<file path="src/hdl/line_regs_pkg.sv">
// register map, field layout and reset values of the line channel register bank
package line_regs_pkg;
	localparam int CH_NUM = 12;
	localparam int GROUP_W = 6;
	localparam int IDX_W = 10;
	localparam int ADDR_W = 12;
	localparam int IRQ_W = 3;

	// register indices; byte address is four times the index
	localparam logic [9:0] IDX_TX_LO = 10'h000;
	localparam logic [9:0] IDX_RX_LO = 10'h008;
	localparam logic [9:0] IDX_GIE_LO = 10'h060;
	localparam logic [9:0] IDX_GIS_LO = 10'h061;
	localparam logic [9:0] IDX_PART = 10'h06e;
	localparam logic [9:0] IDX_REV = 10'h06f;
	localparam logic [9:0] IDX_TX_HI = 10'h080;
	localparam logic [9:0] IDX_RX_HI = 10'h088;
	localparam logic [9:0] IDX_SRC_EN = 10'h0d1;
	localparam logic [9:0] IDX_SRC_ST = 10'h0d2;
	localparam logic [9:0] IDX_ALARM = 10'h0d3;
	localparam logic [9:0] IDX_TC = 10'h0d4;
	localparam logic [9:0] IDX_RC = 10'h0d5;
	localparam logic [9:0] IDX_CC = 10'h0d6;
	localparam logic [9:0] IDX_JA = 10'h0d7;
	localparam logic [9:0] IDX_ERR_HI = 10'h0da;
	localparam logic [9:0] IDX_ERR_LO = 10'h0db;
	localparam logic [9:0] IDX_ERR_HOLD = 10'h0dc;
	localparam logic [9:0] IDX_GIE_HI = 10'h0e0;
	localparam logic [9:0] IDX_GIS_HI = 10'h0e1;
	localparam logic [9:0] IDX_IRQ_ST = 10'h100;
	localparam logic [9:0] IDX_IRQ_MASK = 10'h101;

	// interrupt status bit positions
	localparam int IRQ_SRC = 0;
	localparam int IRQ_GRP = 1;
	localparam int IRQ_MASTER = 2;

	// values after reset
	localparam logic [7:0] RST_REG = 8'h00;
	localparam logic [5:0] RST_GROUP = 6'h00;
	localparam logic [2:0] RST_IRQ = 3'h0;
	localparam logic [15:0] RST_COUNT = 16'h0000;

	localparam logic [1:0] RESP_OKAY = 2'h0;
	localparam logic [1:0] RESP_SLVERR = 2'h2;
endpackage

</file>
<file path="src/hdl/axil_reg_port.sv">
// axi4-lite slave that turns bus transfers into register strobes
`timescale 1ns/1ps
module axil_reg_port (
	// clock and reset
	input wire logic aclk,
	input wire logic aresetn,
	// axi4-lite slave
	input wire logic [line_regs_pkg::ADDR_W-1:0] s_axi_awaddr,
	input wire logic [2:0] s_axi_awprot,
	input wire logic s_axi_awvalid,
	output logic s_axi_awready,
	input wire logic [31:0] s_axi_wdata,
	input wire logic [3:0] s_axi_wstrb,
	input wire logic s_axi_wvalid,
	output logic s_axi_wready,
	output logic [1:0] s_axi_bresp,
	output logic s_axi_bvalid,
	input wire logic s_axi_bready,
	input wire logic [line_regs_pkg::ADDR_W-1:0] s_axi_araddr,
	input wire logic [2:0] s_axi_arprot,
	input wire logic s_axi_arvalid,
	output logic s_axi_arready,
	output logic [31:0] s_axi_rdata,
	output logic [1:0] s_axi_rresp,
	output logic s_axi_rvalid,
	input wire logic s_axi_rready,
	// register side
	output logic wr_en,
	output logic [line_regs_pkg::IDX_W-1:0] wr_idx,
	output logic [7:0] wr_data,
	input wire logic wr_hit,
	output logic rd_en,
	output logic [line_regs_pkg::IDX_W-1:0] rd_idx,
	input wire logic [7:0] rd_data,
	input wire logic rd_hit
);
	import line_regs_pkg::*;

	logic aw_full_ff, w_full_ff, strb0_ff;
	logic [IDX_W-1:0] aw_idx_ff;
	logic [7:0] wdata_ff;
	logic wr_fire;

	assign s_axi_awready = ~aw_full_ff;
	assign s_axi_wready = ~w_full_ff;
	assign s_axi_arready = ~s_axi_rvalid;
	// address and data are held until both have arrived and the response slot is free
	assign wr_fire = aw_full_ff & w_full_ff & ~s_axi_bvalid;
	// only byte lane 0 carries register bits; a write without it stores nothing
	assign wr_en = wr_fire & strb0_ff;
	assign wr_idx = aw_idx_ff;
	assign wr_data = wdata_ff;
	assign rd_en = s_axi_arvalid & s_axi_arready;
	assign rd_idx = s_axi_araddr[ADDR_W-1:2];

	always_ff @(posedge aclk) begin
		if (!aresetn) begin
			aw_full_ff <= 1'b0;
			aw_idx_ff <= '0;
		end else if (s_axi_awvalid & s_axi_awready) begin
			aw_full_ff <= 1'b1;
			aw_idx_ff <= s_axi_awaddr[ADDR_W-1:2];
		end else if (wr_fire) begin
			aw_full_ff <= 1'b0;
		end
	end

	always_ff @(posedge aclk) begin
		if (!aresetn) begin
			w_full_ff <= 1'b0;
			wdata_ff <= RST_REG;
			strb0_ff <= 1'b0;
		end else if (s_axi_wvalid & s_axi_wready) begin
			w_full_ff <= 1'b1;
			wdata_ff <= s_axi_wdata[7:0];
			strb0_ff <= s_axi_wstrb[0];
		end else if (wr_fire) begin
			w_full_ff <= 1'b0;
		end
	end

	always_ff @(posedge aclk) begin
		if (!aresetn) begin
			s_axi_bvalid <= 1'b0;
			s_axi_bresp <= RESP_OKAY;
		end else if (wr_fire) begin
			s_axi_bvalid <= 1'b1;
			s_axi_bresp <= wr_hit ? RESP_OKAY : RESP_SLVERR;
		end else if (s_axi_bready) begin
			s_axi_bvalid <= 1'b0;
		end
	end

	always_ff @(posedge aclk) begin
		if (!aresetn) begin
			s_axi_rvalid <= 1'b0;
			s_axi_rdata <= 32'h0;
			s_axi_rresp <= RESP_OKAY;
		end else if (rd_en) begin
			s_axi_rvalid <= 1'b1;
			s_axi_rdata <= {24'h0, rd_data};
			s_axi_rresp <= rd_hit ? RESP_OKAY : RESP_SLVERR;
		end else if (s_axi_rready) begin
			s_axi_rvalid <= 1'b0;
		end
	end
endmodule // axil_reg_port

</file>
<file path="src/hdl/line_channel_global_regs.sv">
// global register bank of the twelve channel line unit with the channel 11 block
`timescale 1ns/1ps
module line_channel_global_regs #(
	parameter logic [7:0] PART_ID = 8'h5a,
	parameter logic [7:0] REV_ID = 8'h01
) (
	// clock and reset
	input wire logic aclk,
	input wire logic aresetn,
	// axi4-lite slave
	input wire logic [line_regs_pkg::ADDR_W-1:0] s_axi_awaddr,
	input wire logic [2:0] s_axi_awprot,
	input wire logic s_axi_awvalid,
	output logic s_axi_awready,
	input wire logic [31:0] s_axi_wdata,
	input wire logic [3:0] s_axi_wstrb,
	input wire logic s_axi_wvalid,
	output logic s_axi_wready,
	output logic [1:0] s_axi_bresp,
	output logic s_axi_bvalid,
	input wire logic s_axi_bready,
	input wire logic [line_regs_pkg::ADDR_W-1:0] s_axi_araddr,
	input wire logic [2:0] s_axi_arprot,
	input wire logic s_axi_arvalid,
	output logic s_axi_arready,
	output logic [31:0] s_axi_rdata,
	output logic [1:0] s_axi_rresp,
	output logic s_axi_rvalid,
	input wire logic s_axi_rready,
	// interrupt
	output logic irq,
	// master transmit enable pin
	input wire logic master_tx_enable,
	// channel event sources
	input wire logic [line_regs_pkg::CH_NUM-2:0] chan_irq_req,
	input wire logic [7:0] ch11_source_event,
	input wire logic [7:0] ch11_alarm_in,
	input wire logic ch11_error_pulse,
	// channel 11 control outputs
	output logic [7:0] ch11_transmit_ctrl,
	output logic [7:0] ch11_receive_ctrl,
	output logic [7:0] ch11_channel_ctrl,
	output logic [7:0] ch11_jitter_atten_ctrl,
	// transmit line
	input wire logic [line_regs_pkg::CH_NUM-1:0] tx_pulse_pos,
	input wire logic [line_regs_pkg::CH_NUM-1:0] tx_pulse_neg,
	output logic [line_regs_pkg::CH_NUM-1:0] tx_line_positive,
	output logic [line_regs_pkg::CH_NUM-1:0] tx_line_negative,
	output logic [line_regs_pkg::CH_NUM-1:0] line_driver_on,
	// receive line
	input wire logic [line_regs_pkg::CH_NUM-1:0] rx_line_positive,
	input wire logic [line_regs_pkg::CH_NUM-1:0] rx_line_negative,
	output logic [line_regs_pkg::CH_NUM-1:0] line_receiver_on,
	output logic [line_regs_pkg::CH_NUM-1:0] rx_pulse_pos,
	output logic [line_regs_pkg::CH_NUM-1:0] rx_pulse_neg
);
	import line_regs_pkg::*;

	logic wr_en, wr_hit, rd_en, rd_hit;
	logic [IDX_W-1:0] wr_idx, rd_idx;
	logic [7:0] wr_data, rd_data;

	logic [GROUP_W-1:0] tx_lo_ff, tx_hi_ff, rx_lo_ff, rx_hi_ff, gie_lo_ff, gie_hi_ff;
	logic [7:0] src_en_ff, src_st_ff, alarm_ff;
	logic [7:0] err_hold_ff;
	logic [15:0] err_count_ff;
	logic [IRQ_W-1:0] irq_st_ff, irq_mask_ff;
	logic grp_pend_ff, master_ff;

	logic [GROUP_W-1:0] nxt_tx_lo, nxt_tx_hi;
	logic [7:0] nxt_src_st;
	logic [15:0] nxt_err_count;
	logic [IRQ_W-1:0] nxt_irq_st, nxt_irq_mask, irq_event;
	logic [CH_NUM-1:0] chan_flag, tx_enable, rx_enable;
	logic grp_pend, src_read, src_new;

	axil_reg_port u_port (
		.aclk(aclk),
		.aresetn(aresetn),
		.s_axi_awaddr(s_axi_awaddr),
		.s_axi_awprot(s_axi_awprot),
		.s_axi_awvalid(s_axi_awvalid),
		.s_axi_awready(s_axi_awready),
		.s_axi_wdata(s_axi_wdata),
		.s_axi_wstrb(s_axi_wstrb),
		.s_axi_wvalid(s_axi_wvalid),
		.s_axi_wready(s_axi_wready),
		.s_axi_bresp(s_axi_bresp),
		.s_axi_bvalid(s_axi_bvalid),
		.s_axi_bready(s_axi_bready),
		.s_axi_araddr(s_axi_araddr),
		.s_axi_arprot(s_axi_arprot),
		.s_axi_arvalid(s_axi_arvalid),
		.s_axi_arready(s_axi_arready),
		.s_axi_rdata(s_axi_rdata),
		.s_axi_rresp(s_axi_rresp),
		.s_axi_rvalid(s_axi_rvalid),
		.s_axi_rready(s_axi_rready),
		.wr_en(wr_en),
		.wr_idx(wr_idx),
		.wr_data(wr_data),
		.wr_hit(wr_hit),
		.rd_en(rd_en),
		.rd_idx(rd_idx),
		.rd_data(rd_data),
		.rd_hit(rd_hit)
	);

	// write strobes, one per writable register
	logic w_tx_lo, w_tx_hi, w_rx_lo, w_rx_hi, w_gie_lo, w_gie_hi, w_src_en;
	logic w_tc, w_rc, w_cc, w_ja, w_err_hi, w_err_lo, w_err_hold, w_irq_st, w_irq_mask;
	assign w_tx_lo = wr_en & (wr_idx == IDX_TX_LO);
	assign w_tx_hi = wr_en & (wr_idx == IDX_TX_HI);
	assign w_rx_lo = wr_en & (wr_idx == IDX_RX_LO);
	assign w_rx_hi = wr_en & (wr_idx == IDX_RX_HI);
	assign w_gie_lo = wr_en & (wr_idx == IDX_GIE_LO);
	assign w_gie_hi = wr_en & (wr_idx == IDX_GIE_HI);
	assign w_src_en = wr_en & (wr_idx == IDX_SRC_EN);
	assign w_tc = wr_en & (wr_idx == IDX_TC);
	assign w_rc = wr_en & (wr_idx == IDX_RC);
	assign w_cc = wr_en & (wr_idx == IDX_CC);
	assign w_ja = wr_en & (wr_idx == IDX_JA);
	assign w_err_hi = wr_en & (wr_idx == IDX_ERR_HI);
	assign w_err_lo = wr_en & (wr_idx == IDX_ERR_LO);
	assign w_err_hold = wr_en & (wr_idx == IDX_ERR_HOLD);
	assign w_irq_st = wr_en & (wr_idx == IDX_IRQ_ST);
	assign w_irq_mask = wr_en & (wr_idx == IDX_IRQ_MASK);

	// read-only registers are mapped, so a write to them is accepted but changes nothing
	assign wr_hit = w_tx_lo | w_tx_hi | w_rx_lo | w_rx_hi | w_gie_lo | w_gie_hi | w_src_en |
		w_tc | w_rc | w_cc | w_ja | w_err_hi | w_err_lo | w_err_hold | w_irq_st | w_irq_mask |
		(wr_idx == IDX_GIS_LO) | (wr_idx == IDX_GIS_HI) | (wr_idx == IDX_PART) |
		(wr_idx == IDX_REV) | (wr_idx == IDX_SRC_ST) | (wr_idx == IDX_ALARM);

	// only the six channel bits are stored; bits 7 and 6 are dropped
	assign nxt_tx_lo = w_tx_lo ? wr_data[GROUP_W-1:0] : tx_lo_ff;
	assign nxt_tx_hi = w_tx_hi ? wr_data[GROUP_W-1:0] : tx_hi_ff;

	always_ff @(posedge aclk) begin
		if (!aresetn) begin
			tx_lo_ff <= RST_GROUP;
			tx_hi_ff <= RST_GROUP;
		end else begin
			tx_lo_ff <= nxt_tx_lo;
			tx_hi_ff <= nxt_tx_hi;
		end
	end

	always_ff @(posedge aclk) begin
		if (!aresetn) begin
			rx_lo_ff <= RST_GROUP;
			rx_hi_ff <= RST_GROUP;
			gie_lo_ff <= RST_GROUP;
			gie_hi_ff <= RST_GROUP;
		end else begin
			if (w_rx_lo) rx_lo_ff <= wr_data[GROUP_W-1:0];
			if (w_rx_hi) rx_hi_ff <= wr_data[GROUP_W-1:0];
			if (w_gie_lo) gie_lo_ff <= wr_data[GROUP_W-1:0];
			if (w_gie_hi) gie_hi_ff <= wr_data[GROUP_W-1:0];
		end
	end

	always_ff @(posedge aclk) begin
		if (!aresetn) begin
			src_en_ff <= RST_REG;
			ch11_transmit_ctrl <= RST_REG;
			ch11_receive_ctrl <= RST_REG;
			ch11_channel_ctrl <= RST_REG;
			ch11_jitter_atten_ctrl <= RST_REG;
			err_hold_ff <= RST_REG;
			irq_mask_ff <= RST_IRQ;
		end else begin
			if (w_src_en) src_en_ff <= wr_data;
			if (w_tc) ch11_transmit_ctrl <= wr_data;
			if (w_rc) ch11_receive_ctrl <= wr_data;
			if (w_cc) ch11_channel_ctrl <= wr_data;
			if (w_ja) ch11_jitter_atten_ctrl <= wr_data;
			if (w_err_hold) err_hold_ff <= wr_data;
			if (w_irq_mask) irq_mask_ff <= wr_data[IRQ_W-1:0];
		end
	end

	// source status: a new event in the read cycle survives the clear
	assign src_read = rd_en & (rd_idx == IDX_SRC_ST);
	assign nxt_src_st = (src_read ? 8'h00 : src_st_ff) | ch11_source_event;
	assign src_new = |(ch11_source_event & ~src_st_ff);

	// the error counter saturates rather than wrapping, so a long burst reads as full scale
	always_comb begin
		nxt_err_count = err_count_ff;
		if (w_err_hi) begin
			nxt_err_count = {wr_data, err_count_ff[7:0]};
		end else if (w_err_lo) begin
			nxt_err_count = {err_count_ff[15:8], wr_data};
		end else if (ch11_error_pulse && err_count_ff != 16'hffff) begin
			nxt_err_count = err_count_ff + 16'h0001;
		end
	end

	always_ff @(posedge aclk) begin
		if (!aresetn) begin
			src_st_ff <= RST_REG;
			alarm_ff <= RST_REG;
			err_count_ff <= RST_COUNT;
		end else begin
			src_st_ff <= nxt_src_st;
			alarm_ff <= ch11_alarm_in;
			err_count_ff <= nxt_err_count;
		end
	end

	// group flags: channels 0-10 report from outside, channel 11 from its own sources
	assign chan_flag = {|(src_st_ff & src_en_ff), chan_irq_req};
	assign grp_pend = |(chan_flag & {gie_hi_ff, gie_lo_ff});

	// block interrupt: sticky, write one to clear, a same-cycle event wins
	assign irq_event[IRQ_SRC] = src_new;
	assign irq_event[IRQ_GRP] = grp_pend & ~grp_pend_ff;
	assign irq_event[IRQ_MASTER] = master_tx_enable ^ master_ff;
	assign nxt_irq_st = (w_irq_st ? irq_st_ff & ~wr_data[IRQ_W-1:0] : irq_st_ff) | irq_event;
	// the output follows the mask in the same cycle as the mask register itself
	assign nxt_irq_mask = w_irq_mask ? wr_data[IRQ_W-1:0] : irq_mask_ff;

	always_ff @(posedge aclk) begin
		if (!aresetn) begin
			irq_st_ff <= RST_IRQ;
			grp_pend_ff <= 1'b0;
			master_ff <= master_tx_enable; // no false change event right after reset
			irq <= 1'b0;
		end else begin
			irq_st_ff <= nxt_irq_st;
			grp_pend_ff <= grp_pend;
			master_ff <= master_tx_enable;
			irq <= |(nxt_irq_st & nxt_irq_mask);
		end
	end

	// read mux
	always_comb begin
		rd_data = 8'h00;
		rd_hit = 1'b1;
		unique case (rd_idx)
			IDX_TX_LO: rd_data = {2'h0, tx_lo_ff};
			IDX_TX_HI: rd_data = {2'h0, tx_hi_ff};
			IDX_RX_LO: rd_data = {2'h0, rx_lo_ff};
			IDX_RX_HI: rd_data = {2'h0, rx_hi_ff};
			IDX_GIE_LO: rd_data = {2'h0, gie_lo_ff};
			IDX_GIS_LO: rd_data = {2'h0, chan_flag[GROUP_W-1:0]};
			IDX_GIE_HI: rd_data = {2'h0, gie_hi_ff};
			IDX_GIS_HI: rd_data = {2'h0, chan_flag[CH_NUM-1:GROUP_W]};
			IDX_PART: rd_data = PART_ID;
			IDX_REV: rd_data = REV_ID;
			IDX_SRC_EN: rd_data = src_en_ff;
			IDX_SRC_ST: rd_data = src_st_ff;
			IDX_ALARM: rd_data = alarm_ff;
			IDX_TC: rd_data = ch11_transmit_ctrl;
			IDX_RC: rd_data = ch11_receive_ctrl;
			IDX_CC: rd_data = ch11_channel_ctrl;
			IDX_JA: rd_data = ch11_jitter_atten_ctrl;
			IDX_ERR_HI: rd_data = err_count_ff[15:8];
			IDX_ERR_LO: rd_data = err_count_ff[7:0];
			IDX_ERR_HOLD: rd_data = err_hold_ff;
			IDX_IRQ_ST: rd_data = {5'h00, irq_st_ff};
			IDX_IRQ_MASK: rd_data = {5'h00, irq_mask_ff};
			default: rd_hit = 1'b0;
		endcase
	end

	assign tx_enable = {tx_hi_ff, tx_lo_ff};
	assign rx_enable = {rx_hi_ff, rx_lo_ff};

	line_channel_io #(
		.CH_NUM(CH_NUM)
	) u_io (
		.aclk(aclk),
		.aresetn(aresetn),
		.tx_enable(tx_enable),
		.rx_enable(rx_enable),
		.master_tx_enable(master_tx_enable),
		.tx_pulse_pos(tx_pulse_pos),
		.tx_pulse_neg(tx_pulse_neg),
		.tx_line_positive(tx_line_positive),
		.tx_line_negative(tx_line_negative),
		.line_driver_on(line_driver_on),
		.rx_line_positive(rx_line_positive),
		.rx_line_negative(rx_line_negative),
		.line_receiver_on(line_receiver_on),
		.rx_pulse_pos(rx_pulse_pos),
		.rx_pulse_neg(rx_pulse_neg)
	);
endmodule // line_channel_global_regs

</file>
<file path="src/hdl/line_channel_io.sv">
// per-channel line driver and receiver gating
`timescale 1ns/1ps
module line_channel_io #(
	parameter int CH_NUM = 12
) (
	// clock and reset
	input wire logic aclk,
	input wire logic aresetn,
	// enables
	input wire logic [CH_NUM-1:0] tx_enable,
	input wire logic [CH_NUM-1:0] rx_enable,
	input wire logic master_tx_enable,
	// transmit pulses and line pins
	input wire logic [CH_NUM-1:0] tx_pulse_pos,
	input wire logic [CH_NUM-1:0] tx_pulse_neg,
	output logic [CH_NUM-1:0] tx_line_positive,
	output logic [CH_NUM-1:0] tx_line_negative,
	output logic [CH_NUM-1:0] line_driver_on,
	// receive pins and recovered pulses
	input wire logic [CH_NUM-1:0] rx_line_positive,
	input wire logic [CH_NUM-1:0] rx_line_negative,
	output logic [CH_NUM-1:0] line_receiver_on,
	output logic [CH_NUM-1:0] rx_pulse_pos,
	output logic [CH_NUM-1:0] rx_pulse_neg
);
	for (genvar i = 0; i < CH_NUM; i++) begin : g_ch
		logic drv_on;
		// the master pin overrides every transmit register enable; receiver enables are not gated by it
		assign drv_on = tx_enable[i] & master_tx_enable;
		always_ff @(posedge aclk) begin
			if (!aresetn) begin
				line_driver_on[i] <= 1'b0;
				tx_line_positive[i] <= 1'b0;
				tx_line_negative[i] <= 1'b0;
				line_receiver_on[i] <= 1'b0;
				rx_pulse_pos[i] <= 1'b0;
				rx_pulse_neg[i] <= 1'b0;
			end else begin
				line_driver_on[i] <= drv_on;
				tx_line_positive[i] <= drv_on & tx_pulse_pos[i];
				tx_line_negative[i] <= drv_on & tx_pulse_neg[i];
				line_receiver_on[i] <= rx_enable[i];
				// a receiver that is off reports no pulses
				rx_pulse_pos[i] <= rx_enable[i] & rx_line_positive[i];
				rx_pulse_neg[i] <= rx_enable[i] & rx_line_negative[i];
			end
		end
	end
endmodule // line_channel_io

</file>
<file path="config.mk">
export PLATFORM = sky130hd
export DESIGN_NAME = line_channel_global_regs
export DESIGN_NICKNAME = d
export VERILOG_FILES = /design/src/hdl/line_regs_pkg.sv /design/src/hdl/axil_reg_port.sv /design/src/hdl/line_channel_global_regs.sv /design/src/hdl/line_channel_io.sv
export SDC_FILE = /design/constraint.sdc
export NUM_CORES = 1
export LEC_CHECK = 0
export ABC_AREA = 1
export BUFFER_PORTS_ARGS = -buffer_cell sky130_fd_sc_hd__buf_2
export CAP_MARGIN = 20
export CORE_MARGIN = 1.5
export CORE_UTILIZATION = 52
export DETAILED_ROUTE_END_ITERATION = 10
export GPL_TIMING_DRIVEN = 1
export HOLD_SLACK_MARGIN = 0.02
export PLACE_DENSITY = 0.81
export SYNTH_ARGS = -nofsm -noshare
export SYNTH_HDL_FRONTEND = slang
export SYNTH_SLANG_ARGS = --single-unit
</file>
<file path="constraint.sdc">
create_clock -name aclk -period 2.4 [get_ports aclk]
set_clock_uncertainty 0.2 [all_clocks]
set_input_delay 0 -clock aclk [delete_from_list [all_inputs] [get_ports aclk]]
set_output_delay 0 -clock aclk [all_outputs]
set_load 0.02 [all_outputs]
</file>
==> summary.txt, run 1 <==
Run status
  • Outcome: finished, final reports clean

STA
  • Fin. max-slew vios: 0
  • Post-route minimum period: 2.32 ns
  • Final setup fails: 0
  • Worst-margin pin slew: between 0.9 and 1 ns
  • Max-slew headroom: 39.0%
  • Post-route setup TNS: 0 ns
  • Max Clk Rate: about 430 MHz
  • Final hold vios: 0
  • Tcrit/Tclk final: 96.6%
  • Final Hold Slack: just over 0.03 ns
  • PnR worst setup slack: 0.0808 ns
  • RSZ-0062 raised after global routing: false

Synth
  • Mapped Cells: ~1,400
  • Top post-synthesis cells by area: dfxtp_1, nand2_1, nor2_1
  • Ys Warns: 0
  • Area leader, netlist: dfxtp_1
  • Ys async rst share: 0%
  • Mapped Area: 10,300 sq um
  • Post-synth EDFFs: 0
  • Seq/Total Area, Yosys: 44.6%
  • Prevailing post-synth register cell: dfxtp_1
  • Top cells by count, synth: nand2_1, dfxtp_1, nor2_1
  • Avg Cell Area, Syn: approximately 7 sq um
  • Most common cell in the netlist: nand2_1
  • Flop and latch count out of synthesis: 230
  • Synth unique cells: 45
  • Yosys top cell area share: 44.6%

Floorplan
  • Core Region: ~19,000 sq um
  • Die H: about 140 um
  • Die Wd: roughly 140 um
  • Die area: 20,700 sq um
  • Num ports: ~300
  • Initial core utilization: between 50% and 60%
  • Row count: 51

Worst setup path
  • Req. time, crit path: 2.62 ns
  • Max Fanout on Critical Path: 18
  • CP endpoint kind: flip-flop
  • Critical path class: reg2reg
  • Startpoint types: flip-flop
  • Worst path top cell family by delay: buffers and inverters
  • Worst Path Arrival: between 2 and 3 ns
  • Crit path largest cell delay: between 0.5 and 0.6 ns
  • CP max stage cell: dlygate4sd3_1
  • Critical-path cell list: nor2_2 > inv_4 > nor2_1 > dlygate4sd3_1 > nor2_1 > dlygate4sd3_1
  • Critical path buffers and inverters: 3

Finish
  • Finished Cell Area: between 10,000 and 15,000 sq um
  • Fraction of final layout cells sized beyond drive strength 1: 18.6%
  • Synth-to-Final Area Change: 38.7%
  • NumNets Final: between 2,000 and 2,500

Global route
  • Grt total ovfl: 0
  • Largest net degree at the start of global routing: between 60 and 70
  • Vias in the first global route: 11,200
  • Antenna violations before repair: 1
  • GRT Total Usage: around 37%
  • First-pass GRT wire length: between 50,000 and 60,000 um

Run
  • Max-cap viol count: 0

Routing
  • Drt total wl: slightly below 40,000 um
  • Initial drt markers: around 1,200
  • DR WL/cell: ~18 um
  • Via density: around 5.5
  • 1st-pass router iterations: 7
  • Post-route ant nets: 0
  • Total number of vias: around 12,000
  • DRC: 0

Placement
  • DP Area: between 10,000 and 15,000 sq um
  • HPWL Detailed: roughly 24,000 um
  • Post-Place Worst Slack: 0.275 ns
  • IO Port Bufs: 232
  • Final Wtd Congestion: between 1 and 1.5

Pwr
  • P per Cell Area: about 610 nW/um^2
  • Total Power: around 9 mW
  • Static Leakage: 7.30 nW
  • Worst IR Drop VDD: 0.000511 V

Min path
  • Hold Crit Class: in2reg

Clock tree
  • Clk pin slew, worst setup/hold paths: roughly 0.06 ns
  • Root buffer cell: clkbuf_16
  • Max Buffers Root-to-Sink: 3
  • H-tree Lvls: 1
  • CTS sink count: 230
  • CTS buffer count: 24
  • CTS tree: yes
  • Worst-skew pair later-pin latency: about 0.53 ns
==> sequential cells by signal, indices dropped and copies added (netlist names), 10 cells and up <==
signal,cells
err_count_ff,16
u_io.rx_pulse_neg,12
u_io.line_driver_on,12
u_io.tx_line_positive,12
u_io.tx_line_negative,12
u_port.wr_idx,10
u_io.rx_pulse_pos,12
u_io.line_receiver_on,12
==> stage by stage <==
stage	std cells	utilization, %
finish	2138	73.6
floorplan	1468	-
global route	2138	73.6
global placement	1917	60.2
CTS	2133	73.4
detailed placement	1917	60.2
==> final timing paths <==
| path | startpoint | to | slack (ns) | cells after the start |
|---|---|---|---|---|
| max | u_port.aw_full_ff | u_port.wr_idx[6] | 0.08 | 6 |
| min | rx_line_negative[9] | u_io.rx_pulse_neg[9] | 0.03 | 4 |
| max reg2reg | u_port.aw_full_ff | u_port.wr_idx[6] | 0.08 | 6 |
| min reg2reg | u_port.s_axi_rdata[7] | u_port.s_axi_rdata[7] | 0.27 | 2 |
==> worst reg2reg max path, stage by stage, from the launching register on <==
cell and delay (ns):
dfxtp_1 0.35, nor2_2 0.21, inv_4 0.12, nor2_1 0.15, dlygate4sd3_1 0.59, nor2_1 0.05
dlygate4sd3_1 0.55
==> metal layers <==
layer	GRT usage [%]	vias up	wire (um)
met1	44.1	5380	14800
met2	63.4	775	18500
li1	-	5479	-
met5	0	-	0
met4	20.0	0	2240
met3	5.86	191	3700
==> power breakdown <==
group / total, mW / switching, mW / internal (mW) / leakage, nW
Sequential: 3.98 / 0.0845 / 3.89 / 1.87
Combinational: 0.888 / 0.531 / 0.357 / 5.05
Clock: 3.89 / 1.56 / 2.33 / 0.389
Total: 8.76 / 2.18 / 6.58 / 7.30
==> layout make-up <==
type,instances,area [sq um]
Fill cell,1425,5140
Multi-Input combinational cell,955,4600
Inverter,204,771
Clock buffer,32,651
Tap cell,265,332
Clock inverter,8,154
Timing Repair Buffer,443,3200
Antenna cell,1,2.50
Sequential cell,230,4600
==> cells in the final DEF (no fill, tap or decap), drive strengths merged, types with 2 or more instances in the layout <==
cell type and count:
clkbuf 32, nor2 228, o21ai 126, nor3 24
a31oi 2, bufinv 4, o22ai 10, a211oi 25
buf 266, a221oi 2, a21oi 106, conb 26
o31ai 2, nand4 70, dfxtp 230, nand3 76
o211ai 2, clkinv 7, inv 200, nand2 244
dlygate4sd3 177, xor2 3
==> kinds of logic (layout without fill, tap and decap cells) <==
family / count (synthesis) / count (layout) / synth area share, %
simple gates: 646 / 646 / 28.4
other cells: 1 / 27 / 0.0363
fa+ha+maj: 1 / 1 / 0.121
compound gates: 278 / 278 / 14.7
xor+xnor: 4 / 4 / 0.339
flops: 230 / 230 / 44.6
buf+inv: 283 / 687 / 11.7
==> timing repair <==
action / 4_1_cts / 5_1_grt
endpoints found under the setup margin: 0 / 5
gates resized for setup: 0 / 3
hold buffers: 176 / 2
hold endpoints to repair: 169 / 1
setup buffers: 0 / 3
(Power assumes the default switching activity.)
==> run 2, diff against run 1 <==
CORE_UTILIZATION = 53   (was 52)
PLACE_DENSITY = 0.82   (was 0.81)
SYNTH_HIERARCHICAL = 1   (was default)
==> run 2 against run 1 <==
Core utilization rose by 2.7 points. Final area rose by 4.7%. Flip-flop and latch count did not move. Cell count rose by 6.6%. Non-clock buffer count rose by 22. Combinational power rose by 11%. First-iteration DRC count fell by 2.0%. Routed wire length rose by 9.5%. Power rose by 4.3%. Highest routed layer unchanged.
==> summary.txt, run 2 <==
Finish
  • Fill cell count: 1,376 (was 1,425)
  • Max reg flops: 16 (unchanged)
  • Synth-to-Final Area Change: 39.4% (was 38.7%)
  • Fin util: 76.2% (was 73.6%)
  • Fraction of final layout cells sized beyond drive strength 1: 19.1% (was 18.6%)
  • NumNets Final: 2,145 (was 2,009)
  • Commonest non-fill, non-tap cell in the layout: nand2_1 (unchanged)
  • Most frequent cells in the layout: nand2_1, nor2_1, buf_2, dfxtp_1, dlygate4sd3_1 (was nand2_1, buf_2, dfxtp_1, nor2_1, inv_1)
  • Largest reg by FF count: err_count_ff (unchanged)
  • Finished Cell Area: 15,000 sq um (was 14,300 sq um)

Floorplan
  • Die H: 145 um (was 144 um)
  • Initial core utilization: 54.7% (was 53.0%)
  • Die Wd: 145 um (was 144 um)
  • Row count: 51 (unchanged)
  • Num ports: 296 (unchanged)
  • Die area: 21,100 sq um (was 20,700 sq um)
  • Core Region: 19,700 sq um (was 19,500 sq um)

STA
  • Post-route setup TNS: 0 ns (unchanged)
  • PnR worst setup slack: 0.0910 ns (was 0.0808 ns)
  • Post-route minimum period: 2.31 ns (was 2.32 ns)
  • Final hold vios: 0 (unchanged)
  • Fin. max-slew vios: 0 (unchanged)
  • Tcrit/Tclk final: 96.2% (was 96.6%)
  • Max Clk Rate: 433 MHz (was 431 MHz)
  • Worst-margin pin slew: 0.691 ns (was 0.914 ns)
  • RSZ-0062 raised after global routing: false (unchanged)
  • Final setup fails: 0 (unchanged)
  • Max-slew headroom: 53.9% (was 39.0%)

Synth
  • Post-synth EDFFs: 0 (unchanged)
  • Mapped Cells: 1,565 (was 1,443)
  • Seq/Total Area, Yosys: 42.8% (was 44.6%)
  • Avg Cell Area, Syn: 6.87 sq um (was 7.15 sq um)
  • Synth unique cells: 37 (was 45)
  • Yosys top cell area share: 42.8% (was 44.6%)
  • Ys Warns: 6 (was 0)
  • Area leader, netlist: dfxtp_1 (unchanged)
  • Top post-synthesis cells by area: dfxtp_1, nand2_1, nor2_1 (unchanged)
  • Most common cell in the netlist: nand2_1 (unchanged)
  • Mapped Area: 10,700 sq um (was 10,300 sq um)
  • Ys async rst share: 0% (unchanged)
  • Top cells by count, synth: nand2_1, nor2_1, dfxtp_1 (was nand2_1, dfxtp_1, nor2_1)
  • Flop and latch count out of synthesis: 230 (unchanged)
  • Prevailing post-synth register cell: dfxtp_1 (unchanged)

Clock tree
  • Worst-skew pair later-pin latency: 0.53 ns (about the same)
  • CTS tree: yes (unchanged)
  • CTS buffer count: 24 (unchanged)
  • # Post-CTS Setup Buffers: 0 (unchanged)
  • Max Buffers Root-to-Sink: 3 (unchanged)
  • CTS sink count: 230 (unchanged)
  • Root buffer cell: clkbuf_16 (unchanged)
  • Clk pin slew, worst setup/hold paths: 0.06 ns (about the same)
  • H-tree Lvls: 1 (unchanged)

Min path
  • Hold endpoint: u_port/s_axi_rdata[4] (was u_io.rx_pulse_neg[9])
  • Hold Crit Class: in2reg (unchanged)
  • Hold path cells: 9 (was 4)
  • HP Start: chan_irq_req[10] (was rx_line_negative[9])

Worst setup path
  • Worst Path Arrival: 2.51 ns (was 2.54 ns)
  • Critical path class: reg2reg (unchanged)
  • Max Fanout on Critical Path: 11 (was 18)
  • FF-to-FF End: u_port/wr_idx[4] (was u_port.wr_idx[6])
  • FF-to-FF Start: u_port/aw_full_ff (was u_port.aw_full_ff)
  • FF-to-FF path depth: 7 (was 6)
  • Req. time, crit path: 2.60 ns (was 2.62 ns)
  • CP endpoint kind: flip-flop (unchanged)
  • R2r setup slk: 0.09 ns (was 0.08 ns)
  • Startpoint types: flip-flop (unchanged)

Global route
  • Vias in the first global route: 12,100 (was 11,200)
  • Largest net degree at the start of global routing: 86 (was 66)
  • GRT Total Usage: 38.8% (was 36.9%)
  • Grt total ovfl: 0 (unchanged)
  • Antenna violations before repair: 3 (was 1)
  • First-pass GRT wire length: 64,900 um (was 59,100 um)

Routing
  • DRC: 0 (unchanged)
  • Initial drt markers: 1,147 (was 1,171)
  • Post-route ant nets: 0 (unchanged)
  • Total number of vias: 12,400 (was 11,800)
  • 1st-pass router iterations: 7 (unchanged)
  • Via density: 5.44 (was 5.53)
  • DR WL/cell: 18.8 um (was 18.4 um)
  • Drt total wl: 43,000 um (was 39,300 um)

Pwr
  • Static Leakage: 7.78 nW (was 7.30 nW)
  • Worst IR Drop VDD: 0.000525 V (was 0.000511 V)
  • Total Power: 9.14 mW (was 8.76 mW)
  • P per Cell Area: 610 nW/um^2 (was 612 nW/um^2)

Placement
  • IO Port Bufs: 232 (unchanged)
  • HPWL Detailed: 26,300 um (was 24,400 um)
  • Post-Place Worst Slack: 0.122 ns (was 0.275 ns)
  • DP Area: 12,000 sq um (was 11,700 sq um)
  • Final Wtd Congestion: 0.975 (was 1.02)

Run
  • Max-cap viol count: 0 (unchanged)

Run status
  • Outcome: finished, final reports clean (unchanged)
[run 2: critical path: stages, from the launching register on]
cell and delay, ns:
dfxtp_1 0.32, buf_4 0.15, inv_2 0.07, nand2_4 0.13, o21ai_2 0.15, dlygate4sd3_1 0.59, nor2_2 0.04, dlygate4sd3_1 0.55
[run 2: cells by family after synthesis]
kind of cell | synth area share, %
adder cells (fa/ha/maj) | 0.116
AND/OR/NAND/NOR | 32.8
buffers and inverters | 12.5
XOR/XNOR | 0.326
AO/OA/AOI/OAI | 11.5
other | 0.0349
flip-flops | 42.8
[run 2: final cells by class]
| class | count | area, sq um | area share, % |
|---|---|---|---|
| multi-input cells | 1067 | 4930 | 32.9 |
| flip-flops and latches | 230 | 4610 | 30.7 |
| repair buffers | 465 | 3450 | 23.0 |
| inverters | 206 | 773 | 5.16 |
| clock buffers | 31 | 678 | 4.53 |
| well taps | 265 | 332 | 2.21 |
| clock inverters | 13 | 205 | 1.37 |
| diodes | 3 | 7.51 | 0.0501 |
[run 2: power breakdown]
group | total [mW] | switching (mW) | internal (mW)
Clock | 4.15 | 1.61 | 2.54
Sequential | 4.00 | 0.100 | 3.90
Combinational | 0.988 | 0.573 | 0.415
Total | 9.14 | 2.28 | 6.85
[run 2: timing repair]
item / in CTS / in global routing
hold buffers: 200 / 0
setup endpoints to repair: 0 / 33
gates resized for setup: 0 / 11
hold endpoints to repair: 206 / 0
[run 2: worst max path at each step]
stage,startpoint,to,slack [ns]
2_1_floorplan,u_port/s_axi_bvalid,u_port/s_axi_bresp[1],0.35
3_3_place_gp,u_port/w_full_ff,gie_hi_ff[5],0.23
3_5_place_dp,u_port/w_full_ff,gie_hi_ff[5],0.12
4_1_cts,u_port/aw_full_ff,u_port/wr_idx[4],0.06
5_1_grt,gie_lo_ff[0],grp_pend_ff,0.004
6_report,u_port/aw_full_ff,u_port/wr_idx[4],0.09
[run 2: per-stage QoR]
step / std cells / hold slack, ns
final: 2280 / 0.0649
after global routing: 2279 / 0.0699
after CTS: 2276 / 0.0214
after detailed placement: 2032 / -0.0129
after global placement: 2032 / -0.0155
after floorplan: 1590 / -0.172
[run 2: per-layer routing]
metal	vias up	global-route usage, %	wire [um]
li1	5755	-	-
met1	5697	45.0	15900
met2	766	69.2	20800
met3	174	6.02	4070
met4	0	20.0	2230
met5	-	0	0
